--- config.mk ---
export PLATFORM = sky130hd
export DESIGN_NAME = wrc_watchdog_reset
export DESIGN_NICKNAME = d
export VERILOG_FILES = /design/src/common/wrc_pkg.sv /design/src/hw/wrc_watchdog_reset.sv
export SDC_FILE = /design/constraint.sdc
export NUM_CORES = 1
export LEC_CHECK = 0
export BUFFER_PORTS_ARGS = -buffer_cell sky130_fd_sc_hd__buf_4
export CAP_MARGIN = 5
export CORE_UTILIZATION = 50
export CTS_CLUSTER_DIAMETER = 200
export DETAILED_ROUTE_END_ITERATION = 16
export MAX_ROUTING_LAYER = met4
export PLACE_DENSITY = 0.83
export SLEW_MARGIN = 25
export SYNTH_ARGS = -nofsm -noshare
export SYNTH_HDL_FRONTEND = slang
export SYNTH_SLANG_ARGS = --single-unit
--- constraint.sdc ---
create_clock -name i_sys_clk -period 7.2 [get_ports i_sys_clk]
set_clock_uncertainty 0.1 [all_clocks]
set_input_delay 0.72 -clock i_sys_clk [delete_from_list [all_inputs] [get_ports i_sys_clk]]
set_output_delay 0.72 -clock i_sys_clk [all_outputs]
set_load 0.02 [all_outputs]
--- src/common/wrc_pkg.sv ---
`default_nettype none
package wrc_pkg;
    // ********************************************************
    // Register map (byte addresses, one word each)
    // ********************************************************
    localparam logic [11:0] WDT_CONTROL_OFFS = 12'h000;
    localparam logic [11:0] RESET_KEY_OFFS   = 12'h004;
    localparam logic [11:0] CAUSE_FLAG_OFFS  = 12'h008;
    localparam logic [11:0] STATUS_OFFS      = 12'h00c;

    // ********************************************************
    // Field positions and reset values
    // ********************************************************
    localparam int          KEY_FIELD_LSB    = 3;
    localparam int          RST_KEY_FLT_BIT  = 3;
    localparam int          WDT_KEY_FLT_BIT  = 0;
    localparam logic [4:0]  WDT_KEY_DISABLE  = 5'h15;
    localparam logic [4:0]  WDT_KEY_ENABLE   = 5'h0a;
    localparam logic [7:0]  WDT_CONTROL_RST  = 8'h53;
    localparam logic [7:0]  RESET_KEY_RST    = 8'h55;
    localparam logic [7:0]  RESET_KEY_ALT    = 8'haa;
    localparam logic [7:0]  PORT_RST         = 8'hff;

    // ********************************************************
    // Timing
    // ********************************************************
    localparam int          SYS_CLK_HZ       = 40000000;
    localparam int          SUB_CLK_HZ       = 32000;
    localparam int          SUB_TICK_CYCLES  = SYS_CLK_HZ / SUB_CLK_HZ;
    localparam int          SOFT_RST_CYCLES  = 64;
    localparam int          PIN_RST_CYCLES   = 1024;
    localparam int          POR_DELAY_CYCLES = 1024;

    // Reset kinds seen by the rest of the device
    typedef enum logic [2:0] {
        WRC_RST_NONE    = 3'b000,
        WRC_RST_POWERON = 3'b001,
        WRC_RST_PIN     = 3'b010,
        WRC_RST_WDT_RUN = 3'b011,
        WRC_RST_WDT_PD  = 3'b100,
        WRC_RST_SOFT    = 3'b101
    } wrc_rst_kind_t;

    // Reset request bundle
    typedef struct packed {
        logic          core_hold;
        logic          pc_sp_clear;
        logic          port_init;
        wrc_rst_kind_t kind;
    } wrc_reset_t;
endpackage
`default_nettype wire

--- src/hw/wrc_watchdog_reset.sv ---
`timescale 1ns/100ps
`default_nettype none
module wrc_watchdog_reset #(
    parameter int SOFT_DLY = wrc_pkg::SOFT_RST_CYCLES,
    parameter int PIN_DLY  = wrc_pkg::PIN_RST_CYCLES,
    parameter int POR_DLY  = wrc_pkg::POR_DELAY_CYCLES,
    parameter int SUB_DIV  = wrc_pkg::SUB_TICK_CYCLES
) (
    input  wire logic          i_sys_clk,
    input  wire logic          i_reset,
    input  wire logic          i_ext_reset_n_pin,
    input  wire logic          i_wdt_clear_instr,
    input  wire logic          i_halt_instr,
    input  wire logic          i_psel,
    input  wire logic          i_penable,
    input  wire logic          i_pwrite,
    input  wire logic [11:0]   i_paddr,
    input  wire logic [31:0]   i_pwdata,
    output logic               o_pready,
    output logic               o_pslverr,
    output logic [31:0]        o_prdata,
    output wrc_pkg::wrc_reset_t o_reset_req,
    output logic               o_timeout_flag,
    output logic               o_powerdown_flag,
    output logic [7:0]         o_port_data_init,
    output logic [7:0]         o_port_dir_init
);
    // ********************************************************
    // Pin synchroniser
    // ********************************************************
    // The reset pin comes from a board network with a slow edge.
    // Both flops reset high so that reset release never looks like a press.
    // Only the second flop feeds logic; the first may go metastable.
    // A press shorter than one clock may be missed entirely.
    // That is fine, since an RC network holds the pin far longer.
    // The cost is two cycles of latency on entry and on exit.
    // The hold length check allows for that latency.
    logic pin_meta_r;
    logic pin_sync_r;
    // Two flops; the raw pin is asynchronous
    always_ff @(posedge i_sys_clk) begin
        if (i_reset) begin
            pin_meta_r <= 1'b1;
            pin_sync_r <= 1'b1;
        end else begin
            pin_meta_r <= i_ext_reset_n_pin;
            pin_sync_r <= pin_meta_r;
        end
    end

    // ********************************************************
    // Sequencer state
    // ********************************************************
    typedef enum logic [1:0] {
        WRC_ST_RUN   = 2'b00,
        WRC_ST_HOLD  = 2'b01,
        WRC_ST_DELAY = 2'b10
    } wrc_state_t;

    // RUN: core executes and the watchdog may count.
    // HOLD: pin held low, the core stays frozen.
    // DELAY: start-up wait after a reset cause has gone.
    // Every reset cause passes through DELAY before RUN.
    // Power-on enters DELAY straight from the bus reset.
    // The kind register records why the core is held.
    // Soft key checks and counters are idle outside RUN.
    // An unused code returns to HOLD, the safest place.
    wrc_state_t              state_r;
    wrc_state_t              state_nxt;
    wrc_pkg::wrc_rst_kind_t  kind_r;
    logic [19:0]             dly_cnt_r;
    logic [7:0]              wdt_ctrl_r;
    logic [7:0]              rst_key_r;
    logic                    wrf_r;
    logic                    reset_key_fault_flag_r;
    logic                    to_r;
    logic                    pdf_r;
    logic                    soft_wdt_r;
    logic                    soft_rst_r;
    logic [15:0]             soft_cnt_r;
    logic [15:0]             sub_pre_r;
    logic [17:0]             wdt_cnt_r;

    // ********************************************************
    // APB decode
    // ********************************************************
    // Zero wait states: every access ends in its first access cycle.
    // Writes land at the access edge; reads are captured at setup.
    // Unmapped offsets raise the error response and read as zero.
    // The status word is read only; writes to it are dropped.
    // Only the low byte of each word is implemented.
    // Upper write data bits are ignored without an error.
    // Byte strobes are not supported; every write is a full word.
    // Protection attributes are ignored for the same reason.
    wire        apb_wr    = i_psel & i_penable & i_pwrite;
    wire        hit_ctrl  = (i_paddr == wrc_pkg::WDT_CONTROL_OFFS);
    wire        hit_key   = (i_paddr == wrc_pkg::RESET_KEY_OFFS);
    wire        hit_flag  = (i_paddr == wrc_pkg::CAUSE_FLAG_OFFS);
    wire        hit_stat  = (i_paddr == wrc_pkg::STATUS_OFFS);
    wire        hit_any   = hit_ctrl | hit_key | hit_flag | hit_stat;
    wire        wr_ctrl   = apb_wr & hit_ctrl;
    wire        wr_key    = apb_wr & hit_key;
    wire        wr_flag   = apb_wr & hit_flag;
    assign o_pready  = 1'b1;
    assign o_pslverr = i_psel & i_penable & ~hit_any;

    // ********************************************************
    // Key checks and watchdog divider
    // ********************************************************
    // Both key registers are checked every cycle, not only on writes.
    // A flip by noise therefore triggers the same soft reset.
    // Patterns are chosen so that single bit faults never match.
    // The timeout select gives ratios of two to the eighth and up.
    // The counter width covers the longest ratio of the select.
    // A tick is one period of the divided system clock.
    // Overflow fires on the tick that would wrap the chosen width.
    wire [4:0]  key_field = wdt_ctrl_r[7:wrc_pkg::KEY_FIELD_LSB];
    wire        wdt_on    = (key_field == wrc_pkg::WDT_KEY_ENABLE);
    wire        wdt_off   = (key_field == wrc_pkg::WDT_KEY_DISABLE);
    wire        wkey_bad  = ~wdt_on & ~wdt_off;
    wire        rkey_bad  = (rst_key_r != wrc_pkg::RESET_KEY_RST) &
                            (rst_key_r != wrc_pkg::RESET_KEY_ALT);
    wire        sub_tick  = (sub_pre_r == 16'(SUB_DIV - 1));
    wire [2:0]  tsel      = wdt_ctrl_r[2:0];
    // Ratio 2^8..2^18; code 110 unlisted, taken as 2^17
    wire [4:0]  ratio_log = (tsel < 3'h4) ? (5'd8 + {1'b0, tsel, 1'b0}) : (5'd11 + {2'b00, tsel});
    // Bits above the ratio are forced high; all ones means the last tick
    wire [17:0] ovf_mask  = 18'(~((19'h1 << ratio_log) - 19'h1));
    wire        wdt_ovf   = wdt_on & sub_tick & ((wdt_cnt_r | ovf_mask) == 18'h3ffff);
    wire        running   = (state_r == WRC_ST_RUN);
    wire        pin_low   = ~pin_sync_r;
    wire        soft_fire = (soft_wdt_r | soft_rst_r) & (soft_cnt_r == 16'(SOFT_DLY - 1));

    // Counter clear sources; bad key write included
    wire        wdt_clr   = i_wdt_clear_instr | i_halt_instr | pin_low |
                            (wr_ctrl & (i_pwdata[7:3] != wrc_pkg::WDT_KEY_ENABLE) &
                             (i_pwdata[7:3] != wrc_pkg::WDT_KEY_DISABLE));

    // ********************************************************
    // Sub clock prescaler and watchdog counter
    // ********************************************************
    // The prescaler stands in for the slow internal oscillator.
    // Deriving it from the system clock avoids a second domain.
    // The limitation: the timeout scales with the system clock.
    // It is held at zero while the core is in reset.
    // So each run phase starts with a full sub clock period.
    // The divider parameter sets the nominal sub clock rate.
    // Simulation uses a small divider to keep runs short.
    always_ff @(posedge i_sys_clk) begin
        if (i_reset || !running || sub_tick) begin
            sub_pre_r <= 16'h0000;
        end else begin
            sub_pre_r <= sub_pre_r + 16'h0001;
        end
    end

    // Stops while disabled; resets on any clear source
    always_ff @(posedge i_sys_clk) begin
        if (i_reset || wdt_clr || !running || wdt_ovf) begin
            wdt_cnt_r <= 18'h00000;
        end else if (wdt_on && sub_tick) begin
            wdt_cnt_r <= wdt_cnt_r + 18'h00001;
        end
    end

    // ********************************************************
    // Soft reset delay after a bad key
    // ********************************************************
    // A bad key arms its flag one cycle after it is stored.
    // The arm flags stick, so repairing the key does not cancel.
    // The counter then runs the soft delay to the reset.
    // Both causes share one counter; either may fire it.
    // Each arm flag selects which fault flag will be set.
    // Entering reset clears the arm flags and the counter.
    // Reloading the keys on entry keeps them from re-arming.
    always_ff @(posedge i_sys_clk) begin
        if (i_reset || !running) begin
            soft_wdt_r <= 1'b0;
            soft_rst_r <= 1'b0;
            soft_cnt_r <= 16'h0000;
        end else begin
            soft_wdt_r <= soft_wdt_r | wkey_bad;
            soft_rst_r <= soft_rst_r | rkey_bad;
            if (soft_wdt_r || soft_rst_r) begin
                soft_cnt_r <= soft_cnt_r + 16'h0001;
            end
        end
    end

    // ********************************************************
    // Reset sequencer
    // ********************************************************
    // Entry happens only from RUN; timeout and soft causes during a reset are dropped.
    // A pin press during DELAY returns to HOLD and restarts the wait.
    // HOLD reloads the delay counter every cycle while the pin is low.
    // So the start-up wait is timed from the pin release.
    // Other causes load the counter on the entry edge.
    // The core is released on the edge after the count ends.
    // The power-on wait uses its own delay parameter.
    // Pin low wins over everything else; timeout beats soft fire
    always_comb begin
        state_nxt = state_r;
        case (state_r)
            WRC_ST_RUN: begin
                if (pin_low || wdt_ovf || soft_fire) begin
                    state_nxt = pin_low ? WRC_ST_HOLD : WRC_ST_DELAY;
                end
            end
            WRC_ST_HOLD: begin
                if (!pin_low) begin
                    state_nxt = WRC_ST_DELAY;
                end
            end
            WRC_ST_DELAY: begin
                if (pin_low) begin
                    state_nxt = WRC_ST_HOLD;
                end else if (dly_cnt_r == 20'h00000) begin
                    state_nxt = WRC_ST_RUN;
                end
            end
            default: begin
                state_nxt = WRC_ST_HOLD;
            end
        endcase
    end

    wire enter_rst = running & (pin_low | wdt_ovf | soft_fire);
    wire warm_pd   = running & ~pin_low & wdt_ovf & pdf_r;
    // Register reload pulse for cold kinds (not sleep timeout)
    wire reload    = enter_rst & ~warm_pd;
    // Cause of a new reset; published on the same edge as the hold
    wrc_pkg::wrc_rst_kind_t entry_kind;
    assign entry_kind = pin_low ? wrc_pkg::WRC_RST_PIN :
                        wdt_ovf ? (pdf_r ? wrc_pkg::WRC_RST_WDT_PD : wrc_pkg::WRC_RST_WDT_RUN) :
                        wrc_pkg::WRC_RST_SOFT;

    always_ff @(posedge i_sys_clk) begin
        if (i_reset) begin
            state_r   <= WRC_ST_DELAY;
            kind_r    <= wrc_pkg::WRC_RST_POWERON;
            dly_cnt_r <= 20'(POR_DLY);
        end else begin
            state_r <= state_nxt;
            if (enter_rst) begin
                kind_r <= entry_kind;
                dly_cnt_r <= 20'(PIN_DLY);
            end else if (state_r == WRC_ST_HOLD) begin
                dly_cnt_r <= 20'(PIN_DLY);
            end else if (state_r == WRC_ST_DELAY && dly_cnt_r != 20'h00000) begin
                dly_cnt_r <= dly_cnt_r - 20'h00001;
            end
        end
    end

    // ********************************************************
    // Software registers
    // ********************************************************
    // Power-up and cold resets reload both key registers
    always_ff @(posedge i_sys_clk) begin
        if (i_reset || reload) begin
            wdt_ctrl_r <= wrc_pkg::WDT_CONTROL_RST;
            rst_key_r  <= wrc_pkg::RESET_KEY_RST;
        end else begin
            if (wr_ctrl) begin
                wdt_ctrl_r <= i_pwdata[7:0];
            end
            if (wr_key) begin
                rst_key_r <= i_pwdata[7:0];
            end
        end
    end

    // Set wins over a clear in the same cycle; only writes of zero clear
    always_ff @(posedge i_sys_clk) begin
        if (i_reset) begin
            wrf_r  <= 1'b0;
            reset_key_fault_flag_r <= 1'b0;
        end else begin
            wrf_r  <= (soft_fire & soft_wdt_r & running) |
                      (wrf_r & ~(wr_flag & ~i_pwdata[wrc_pkg::WDT_KEY_FLT_BIT]));
            reset_key_fault_flag_r <= (soft_fire & soft_rst_r & running) |
                      (reset_key_fault_flag_r & ~(wr_flag & ~i_pwdata[wrc_pkg::RST_KEY_FLT_BIT]));
        end
    end

    // Timeout and powerdown flags
    always_ff @(posedge i_sys_clk) begin
        if (i_reset) begin
            to_r  <= 1'b0;
            pdf_r <= 1'b0;
        end else if (running && wdt_ovf && !pin_low) begin
            to_r  <= 1'b1;
        end else if (running && (i_halt_instr || i_wdt_clear_instr)) begin
            to_r  <= 1'b0;
            pdf_r <= i_halt_instr;
        end
        // Pin and timeout resets leave the powerdown flag untouched.
        // Only power-up and the clear instruction bring it low.
        // Software reads both flags to tell the wake cause apart.
        // Clearing it on wake would hide a sleep timeout.
        // The halt pulse also clears the timeout flag.
    end

    // ********************************************************
    // Read data and outputs
    // ********************************************************
    // Read data is registered at setup, so it stands for the access.
    // The mux picks one byte by offset; others read as zero.
    // Unimplemented flag bits are tied low, never stored.
    // Status is read only and shows the two wake flags.
    // Reads have no side effects; flags clear by writing zero.
    // This keeps a debugger read from losing a fault record.
    wire [7:0] flag_rd = {4'h0, reset_key_fault_flag_r, 2'b00, wrf_r};
    wire [7:0] rd_byte = hit_ctrl ? wdt_ctrl_r :
                         hit_key  ? rst_key_r  :
                         hit_flag ? flag_rd    :
                         hit_stat ? {6'h00, to_r, pdf_r} : 8'h00;

    always_ff @(posedge i_sys_clk) begin
        if (i_reset) begin
            o_prdata <= 32'h00000000;
        end else if (i_psel && !i_penable && !i_pwrite) begin
            o_prdata <= {24'h000000, rd_byte};
        end
    end

    // Hold and kind change together, so a sampler sees a coherent pair.
    // The kind reads none whenever the core is running.
    // While the core is held, port init is low only for the warm sleep timeout.
    // Port reset values are constants; the port block applies them.
    // A register stage keeps glitches off the core reset net.
    // Reset request: sleep timeout only clears PC and SP
    always_ff @(posedge i_sys_clk) begin
        if (i_reset) begin
            o_reset_req      <= '{core_hold: 1'b1, pc_sp_clear: 1'b1, port_init: 1'b1,
                                  kind: wrc_pkg::WRC_RST_POWERON};
            o_port_data_init <= wrc_pkg::PORT_RST;
            o_port_dir_init  <= wrc_pkg::PORT_RST;
        end else begin
            o_reset_req.core_hold   <= !running || enter_rst;
            o_reset_req.pc_sp_clear <= !running || enter_rst;
            o_reset_req.port_init   <= (!running && kind_r != wrc_pkg::WRC_RST_WDT_PD) || reload;
            o_reset_req.kind        <= enter_rst ? entry_kind :
                                       running ? wrc_pkg::WRC_RST_NONE : kind_r;
            o_port_data_init        <= wrc_pkg::PORT_RST;
            o_port_dir_init         <= wrc_pkg::PORT_RST;
        end
    end

    assign o_timeout_flag   = to_r;
    assign o_powerdown_flag = pdf_r;
endmodule // wrc_watchdog_reset
`default_nettype wire
### Yosys cells after proc, flatten, opt, wreduce, memory -nomap -nowiden

Index checks and enable logic that the tools add are counted.
Widths: inputs -> output; s select.

* bits in registers: 112
* word-level logic and storage cells: 147

* bitwise gates (word level): 51
* shift-type cells: 1
* multiplexer cells: 18
* magnitude comparators: 1
* $add $sub $neg: 7
* eq/ne operators: 18
* reduce and logical (&&, ||, !) cells: 31

Operators by type and width (number)
* $add 16x1->16 const B: 2
* $and 1x1->1: 26
* $eq 12x4->1 const B: 2
* $logic_not 20->1: 1
* $reduce_bool 20->1: 1
* $sub 20x1->20 const B: 1
* $add 18x1->18 const B: 1
* $eq 18x18->1 const B: 1
* $not 18->18: 1
* $or 18x18->18: 1
* $shl 1x5->18 const A: 1
* $sub 18x1->18 const B: 1
* $eq 16x11->1 const B: 1
* $eq 16x6->1 const B: 1
* $mux 8: 2
* $mux 3: 5
* $or 1x1->1: 13
* $eq 12x3->1 const B: 1
* $logic_not 12->1: 1
* $logic_or 1x1->1: 12
* $mux 2: 6
* $not 1->1: 10
* $logic_and 1x1->1: 8
* $ne 8x7->1 const B: 1
* 23 further kinds: 27

### Logic depth before layout (Yosys ltp)

* word-level depth: 13
* gate-level depth with buffers: 11

### Worst setup path before layout

Ideal clock, no wire load.

* path type: register to register
* start point: register wdt_ctrl_r[1]
* end point: register kind_r[0]
* arrival time: 2.591 ns
* setup slack: 4.387 ns
* library setup time: 0.122 ns
* cell stages (with the launch flop): 11
* cells stage by stage: dfxtp_1 clkbuf_1 inv_1 ha_1 nor3b_1 o211ai_1 or4_1 or2_1 buf_6 a31o_1 a221o_1

* cells in the longest elaborated chain, start to end: 11

RTL lines
* from (decl): line wrc_watchdog_reset.sv:72 `logic [7:0] wdt_ctrl_r;`
* from (signal assigned): line wrc_watchdog_reset.sv:261 `wdt_ctrl_r <= wrc_pkg::WDT_CONTROL_RST;`
* from (signal assigned): line wrc_watchdog_reset.sv:265 `wdt_ctrl_r <= i_pwdata[7:0];`
* $add 4x3->5 (tied with other cells): line wrc_watchdog_reset.sv:126 `wire [4:0] ratio_log = (tsel < 3'h4) ? (5'd8 + {1'b0, tsel, 1'b0}) : (5'd11 + {2'b00, tsel});`
* $mux 5 (*): line wrc_watchdog_reset.sv:126
* $shl 1x5->18 (*): line wrc_watchdog_reset.sv:128 `wire [17:0] ovf_mask = 18'(~((19'h1 << ratio_log) - 19'h1));`
* $sub 18x1->18 (*): line wrc_watchdog_reset.sv:128
* $not 18->18 (*): line wrc_watchdog_reset.sv:128
* $or 18x18->18 (*): line wrc_watchdog_reset.sv:129 `wire wdt_ovf = wdt_on & sub_tick & ((wdt_cnt_r | ovf_mask) == 18'h3ffff);`
* $eq 18x18->1 (*): line wrc_watchdog_reset.sv:129
* $and 1x1->1 (*): line wrc_watchdog_reset.sv:129
* $or 1x1->1 (2 in series): line wrc_watchdog_reset.sv:227 `wire enter_rst = running & (pin_low | wdt_ovf | soft_fire);`
* $and 1x1->1: line wrc_watchdog_reset.sv:227
* to (signal assigned): line wrc_watchdog_reset.sv:240 `kind_r <= wrc_pkg::WRC_RST_POWERON;`
* to (signal assigned): line wrc_watchdog_reset.sv:245 `kind_r <= entry_kind;`
* to (decl): line wrc_watchdog_reset.sv:70 `wrc_pkg::wrc_rst_kind_t kind_r;`

Mark *: on every way between the ends. The rest lies on a longest branch, timed or not.
A chain may end at the register's enable or synchronous reset.

### Final worst setup path

* start point: register wdt_ctrl_r[1]
* end point: register dly_cnt_r[18]

* cells in the longest elaborated chain, start to end: 12

RTL lines
* $add 4x3->5 (tied with other cells): line wrc_watchdog_reset.sv:126
* $mux 5 (*): line wrc_watchdog_reset.sv:126
* $shl 1x5->18 (*): line wrc_watchdog_reset.sv:128
* $sub 18x1->18 (*): line wrc_watchdog_reset.sv:128
* $not 18->18 (*): line wrc_watchdog_reset.sv:128
* $or 18x18->18 (*): line wrc_watchdog_reset.sv:129
* $eq 18x18->1 (*): line wrc_watchdog_reset.sv:129
* $and 1x1->1 (*): line wrc_watchdog_reset.sv:129
* $or 1x1->1 (*) (2 in series): line wrc_watchdog_reset.sv:227
* $and 1x1->1 (*): line wrc_watchdog_reset.sv:227
* $reduce_or 3->1 (no line) (*)
* to (signal assigned): line wrc_watchdog_reset.sv:241 `dly_cnt_r <= 20'(POR_DLY);`
* to (signal assigned): line wrc_watchdog_reset.sv:246 `dly_cnt_r <= 20'(PIN_DLY);`
* to (signal assigned): line wrc_watchdog_reset.sv:248 `dly_cnt_r <= 20'(PIN_DLY);`
* to (decl): line wrc_watchdog_reset.sv:71 `logic [19:0] dly_cnt_r;`

Marked as above.

==> results.sh <==
export IMPL_cts_repair_resized=0
export IMPL_num_rows=38
export IMPL_synth_cells=650
export IMPL_status="finished clean"
export IMPL_synth_edf_count=0
export IMPL_grt_util_all_layers_pct=20.4
export IMPL_fin_tns_setup_ps=0
export IMPL_yosysSeqAreaShare_pct=40.4
export IMPL_die_w_um=107
export IMPL_final_max_slew_viol_count=0
export IMPL_ys_seq_elements=112
export IMPL_synth_flop_cell="dfxtp_1"
export IMPL_fin_area_sq_um=5990
export IMPL_required_ps=7350
export IMPL_fmaxAchievable_mhz=298
export IMPL_synth_common_cells="nor2_1, dfxtp_1, nand2_1, buf_4"
export IMPL_drtIter0Drc=254
export IMPL_wire_per_inst_um=13.4
export IMPL_routed_wl_um=11000
export IMPL_path_buf_inv=1
export IMPL_port_buffers=44
export IMPL_die_height_um=107
export IMPL_io_pins=110
export IMPL_pwr_share_seq_pct=55.0
export IMPL_worstSetupStartpointType="flip-flop"
export IMPL_hp_class="flip-flop to flip-flop"
export IMPL_grt_max_degree=27
export IMPL_p_leak_nw=2.19
export IMPL_fin_nets=740
export IMPL_vias_per_cell=5.41
export IMPL_crit_fanout=20
export IMPL_synthesis_area_sq_um=5550
export IMPL_synth_top_area_share_pct=40.4
export IMPL_synthTopCellsByArea="dfxtp_1, nor2_1, buf_4, xnor2_1, xor2_1"
export IMPL_synth_simple_gate_area_share_pct=26.8
export IMPL_critPathSlowestCell="o32a_1"
export IMPL_finalHoldWorstSlack_ps=313
export IMPL_ir_worst_vdd_v=0.000124
export IMPL_clock_root_buffer="clkbuf_8"
export IMPL_cts_hold_buf=0
export IMPL_cap_violations=0
export IMPL_grt_first_pass_wirelength_um=18300
export IMPL_synth_distinct_cells=65
export IMPL_comb_power_share_pct=17.7
export IMPL_grt_pass1_vias=4069
export IMPL_crit_chain="inv_1 > ha_1 > nor3b_1 > o22ai_1 > or4_1 > nor2_1 > o32a_1 > nor2_1"
export IMPL_p_per_area_nw_per_um2=210
export IMPL_fin_util_pct=55.3
export IMPL_antenna_found_initial=0
export IMPL_post_route_min_period_ps=3350
export IMPL_clk_pin_slew_ps=110
export IMPL_synth_compound_area_share_pct=7.96
export IMPL_cts_buffers=9
export IMPL_ant_nets=0
export IMPL_numClockSinks=112
export IMPL_worstSetupEndpointType="flip-flop"
export IMPL_power_clock_fraction_pct=27.3
export IMPL_syn_to_final_growth_pct=7.98
export IMPL_swShare_pct=30.7
export IMPL_gp_routability_congestion=0.801
export IMPL_crit_family="simple AND/OR/NAND/NOR gates"
export IMPL_p_switching_w=0.000386
export IMPL_yosys_area_share_xor_xnor_pct=9.78
export IMPL_synth_top_family_by_area="simple AND/OR/NAND/NOR gates"
export IMPL_placed_area_sq_um=5820
export IMPL_post_route_drc_count=0
export IMPL_yosysWarnings=0
export IMPL_coreArea_sq_um=10800
export IMPL_yosys_area_top_type="dfxtp_1"
export IMPL_cts_buffer_depth=2
export IMPL_worstPathArrival_ps=3500
export IMPL_post_cts_buffers=0
export IMPL_layout_drive_gt1_share_pct=11.5
export IMPL_synth_fa_ha_area_share_pct=1.58
export IMPL_syn_avg_cell_area_sq_um=8.54
export IMPL_die_area_sq_um=11500
export IMPL_initial_core_util_pct=51.2
export IMPL_vias=4470
export IMPL_htreeDepth=3
export IMPL_rsz0062_at_grt="false"
export IMPL_clk_latency_ps=380
export IMPL_max_stage_delay_ps=710
export IMPL_finalHoldViolations=0
export IMPL_dpl_hpwl_um=8130
export IMPL_slew_headroom_pct=42.7
export IMPL_grt_overflow_total=0
export IMPL_tritoncts="done"
export IMPL_async_flop_share_pct=0
export IMPL_crit_top_cell="nor2_1"
export IMPL_tightest_slew_ps=848
export IMPL_p_int_w=0.000873
export IMPL_first_pass_iters=5
export IMPL_yosysMostFrequentCell="nor2_1"
export IMPL_post_route_period_util_pct=46.6
export IMPL_p_total_w=0.00126
export IMPL_path_class="flip-flop to flip-flop"
export IMPL_diodes=0
export IMPL_setup_violations=0
export IMPL_synth_mux_area_share_pct=4.76
[placed cells by master (no fill, tap or decap), types with 3 or more instances in the layout]
cell type  Yosys  final
a22oi_1        7      7
mux2i_1       23     23
nand4_1       12     12
nor3_1        11     11
nor2_1       129    129
nand3_1       23     23
conb_1         2     41
xor2_1        31     31
or3b_2         3      3
o211ai_1       6      6
inv_1         17     17
nand3b_1       4      4
nor4bb_1       5      5
xnor2_1       31     31
ha_1           7      7
nand2_1       46     46
or2_2          3      3
or4_1          6      6
clkbuf_8       0      9
nor4_1        10      9
and3_1         7      7
a21oi_1       18     18
buf_4         42     45
or3_1          5      5
dfxtp_1      112    112
and2_1         3      3
nor4b_4        2      3
o21ai_0       13     13
nor3b_1        5      5
nor4b_1        4      3
nand2b_1       3      3
[path summary, 6_finish.rpt]
kind                       from            end  slack (ps)  depth (start not counted)
setup / recovery  wdt_ctrl_r[1]  dly_cnt_r[18]        3850                          8
hold / removal       pin_meta_r     pin_sync_r         310                          1
setup reg to reg  wdt_ctrl_r[1]  dly_cnt_r[18]        3850                          8
hold reg to reg      pin_meta_r     pin_sync_r         310                          1
[per-stage QoR]
stage,worst slack [ps],instances
after detailed placement,3940,810
after global routing,3620,826
after global placement,4040,810
after CTS,3900,826
after floorplan,4390,689
final,3850,826
[layer usage]
metal | wire length, um | global-route usage (%) | vias up | share of wire [%]
met5 | 0 | - | - | 0
met4 | 165 | 7.14 | 0 | 1.5
met3 | 563 | 4.42 | 15 | 5.1
met2 | 5400 | 34.4 | 116 | 49
met1 | 4910 | 24.0 | 2127 | 44
li1 | - | - | 2212 | -
[sequential cells by signal, indices dropped and copies added (netlist names), 2 cells and up]
name,flops
dly_cnt_r,20
wdt_cnt_r,18
soft_cnt_r,16
sub_pre_r,16
o_prdata,8
rst_key_r,8
wdt_ctrl_r,8
o_reset_req,5
kind_r,3
state_r,2
[power groups by stage]
stage	logic, W	registers [W]	clock network (W)
3_3_place_gp	0.000211	0.000702	0
6_report	0.000223	0.000692	0.000344
2_1_floorplan	0.000187	0.000700	0
4_1_cts	0.000223	0.000692	0.000349
5_1_grt	0.000248	0.000698	0.000378
3_5_place_dp	0.000221	0.000705	0
[logic make-up after synthesis]
logic type,count (synthesis)
compound gates,66
xor+xnor,62
fa+ha+maj,7
buf+inv,81
flops,112
mux,25
other cells,2
simple gates,295
[area by class of cell]
cell class | instances | area [sq um]
fillers | 950 | 4850
clock buffers | 10 | 128
multi-input cells | 496 | 3000
repair buffers | 45 | 338
well taps | 140 | 175
inverters | 17 | 63.8
clock inverters | 6 | 45.0
flip-flops and latches | 112 | 2240
Power figures use the tool's default switching activity.
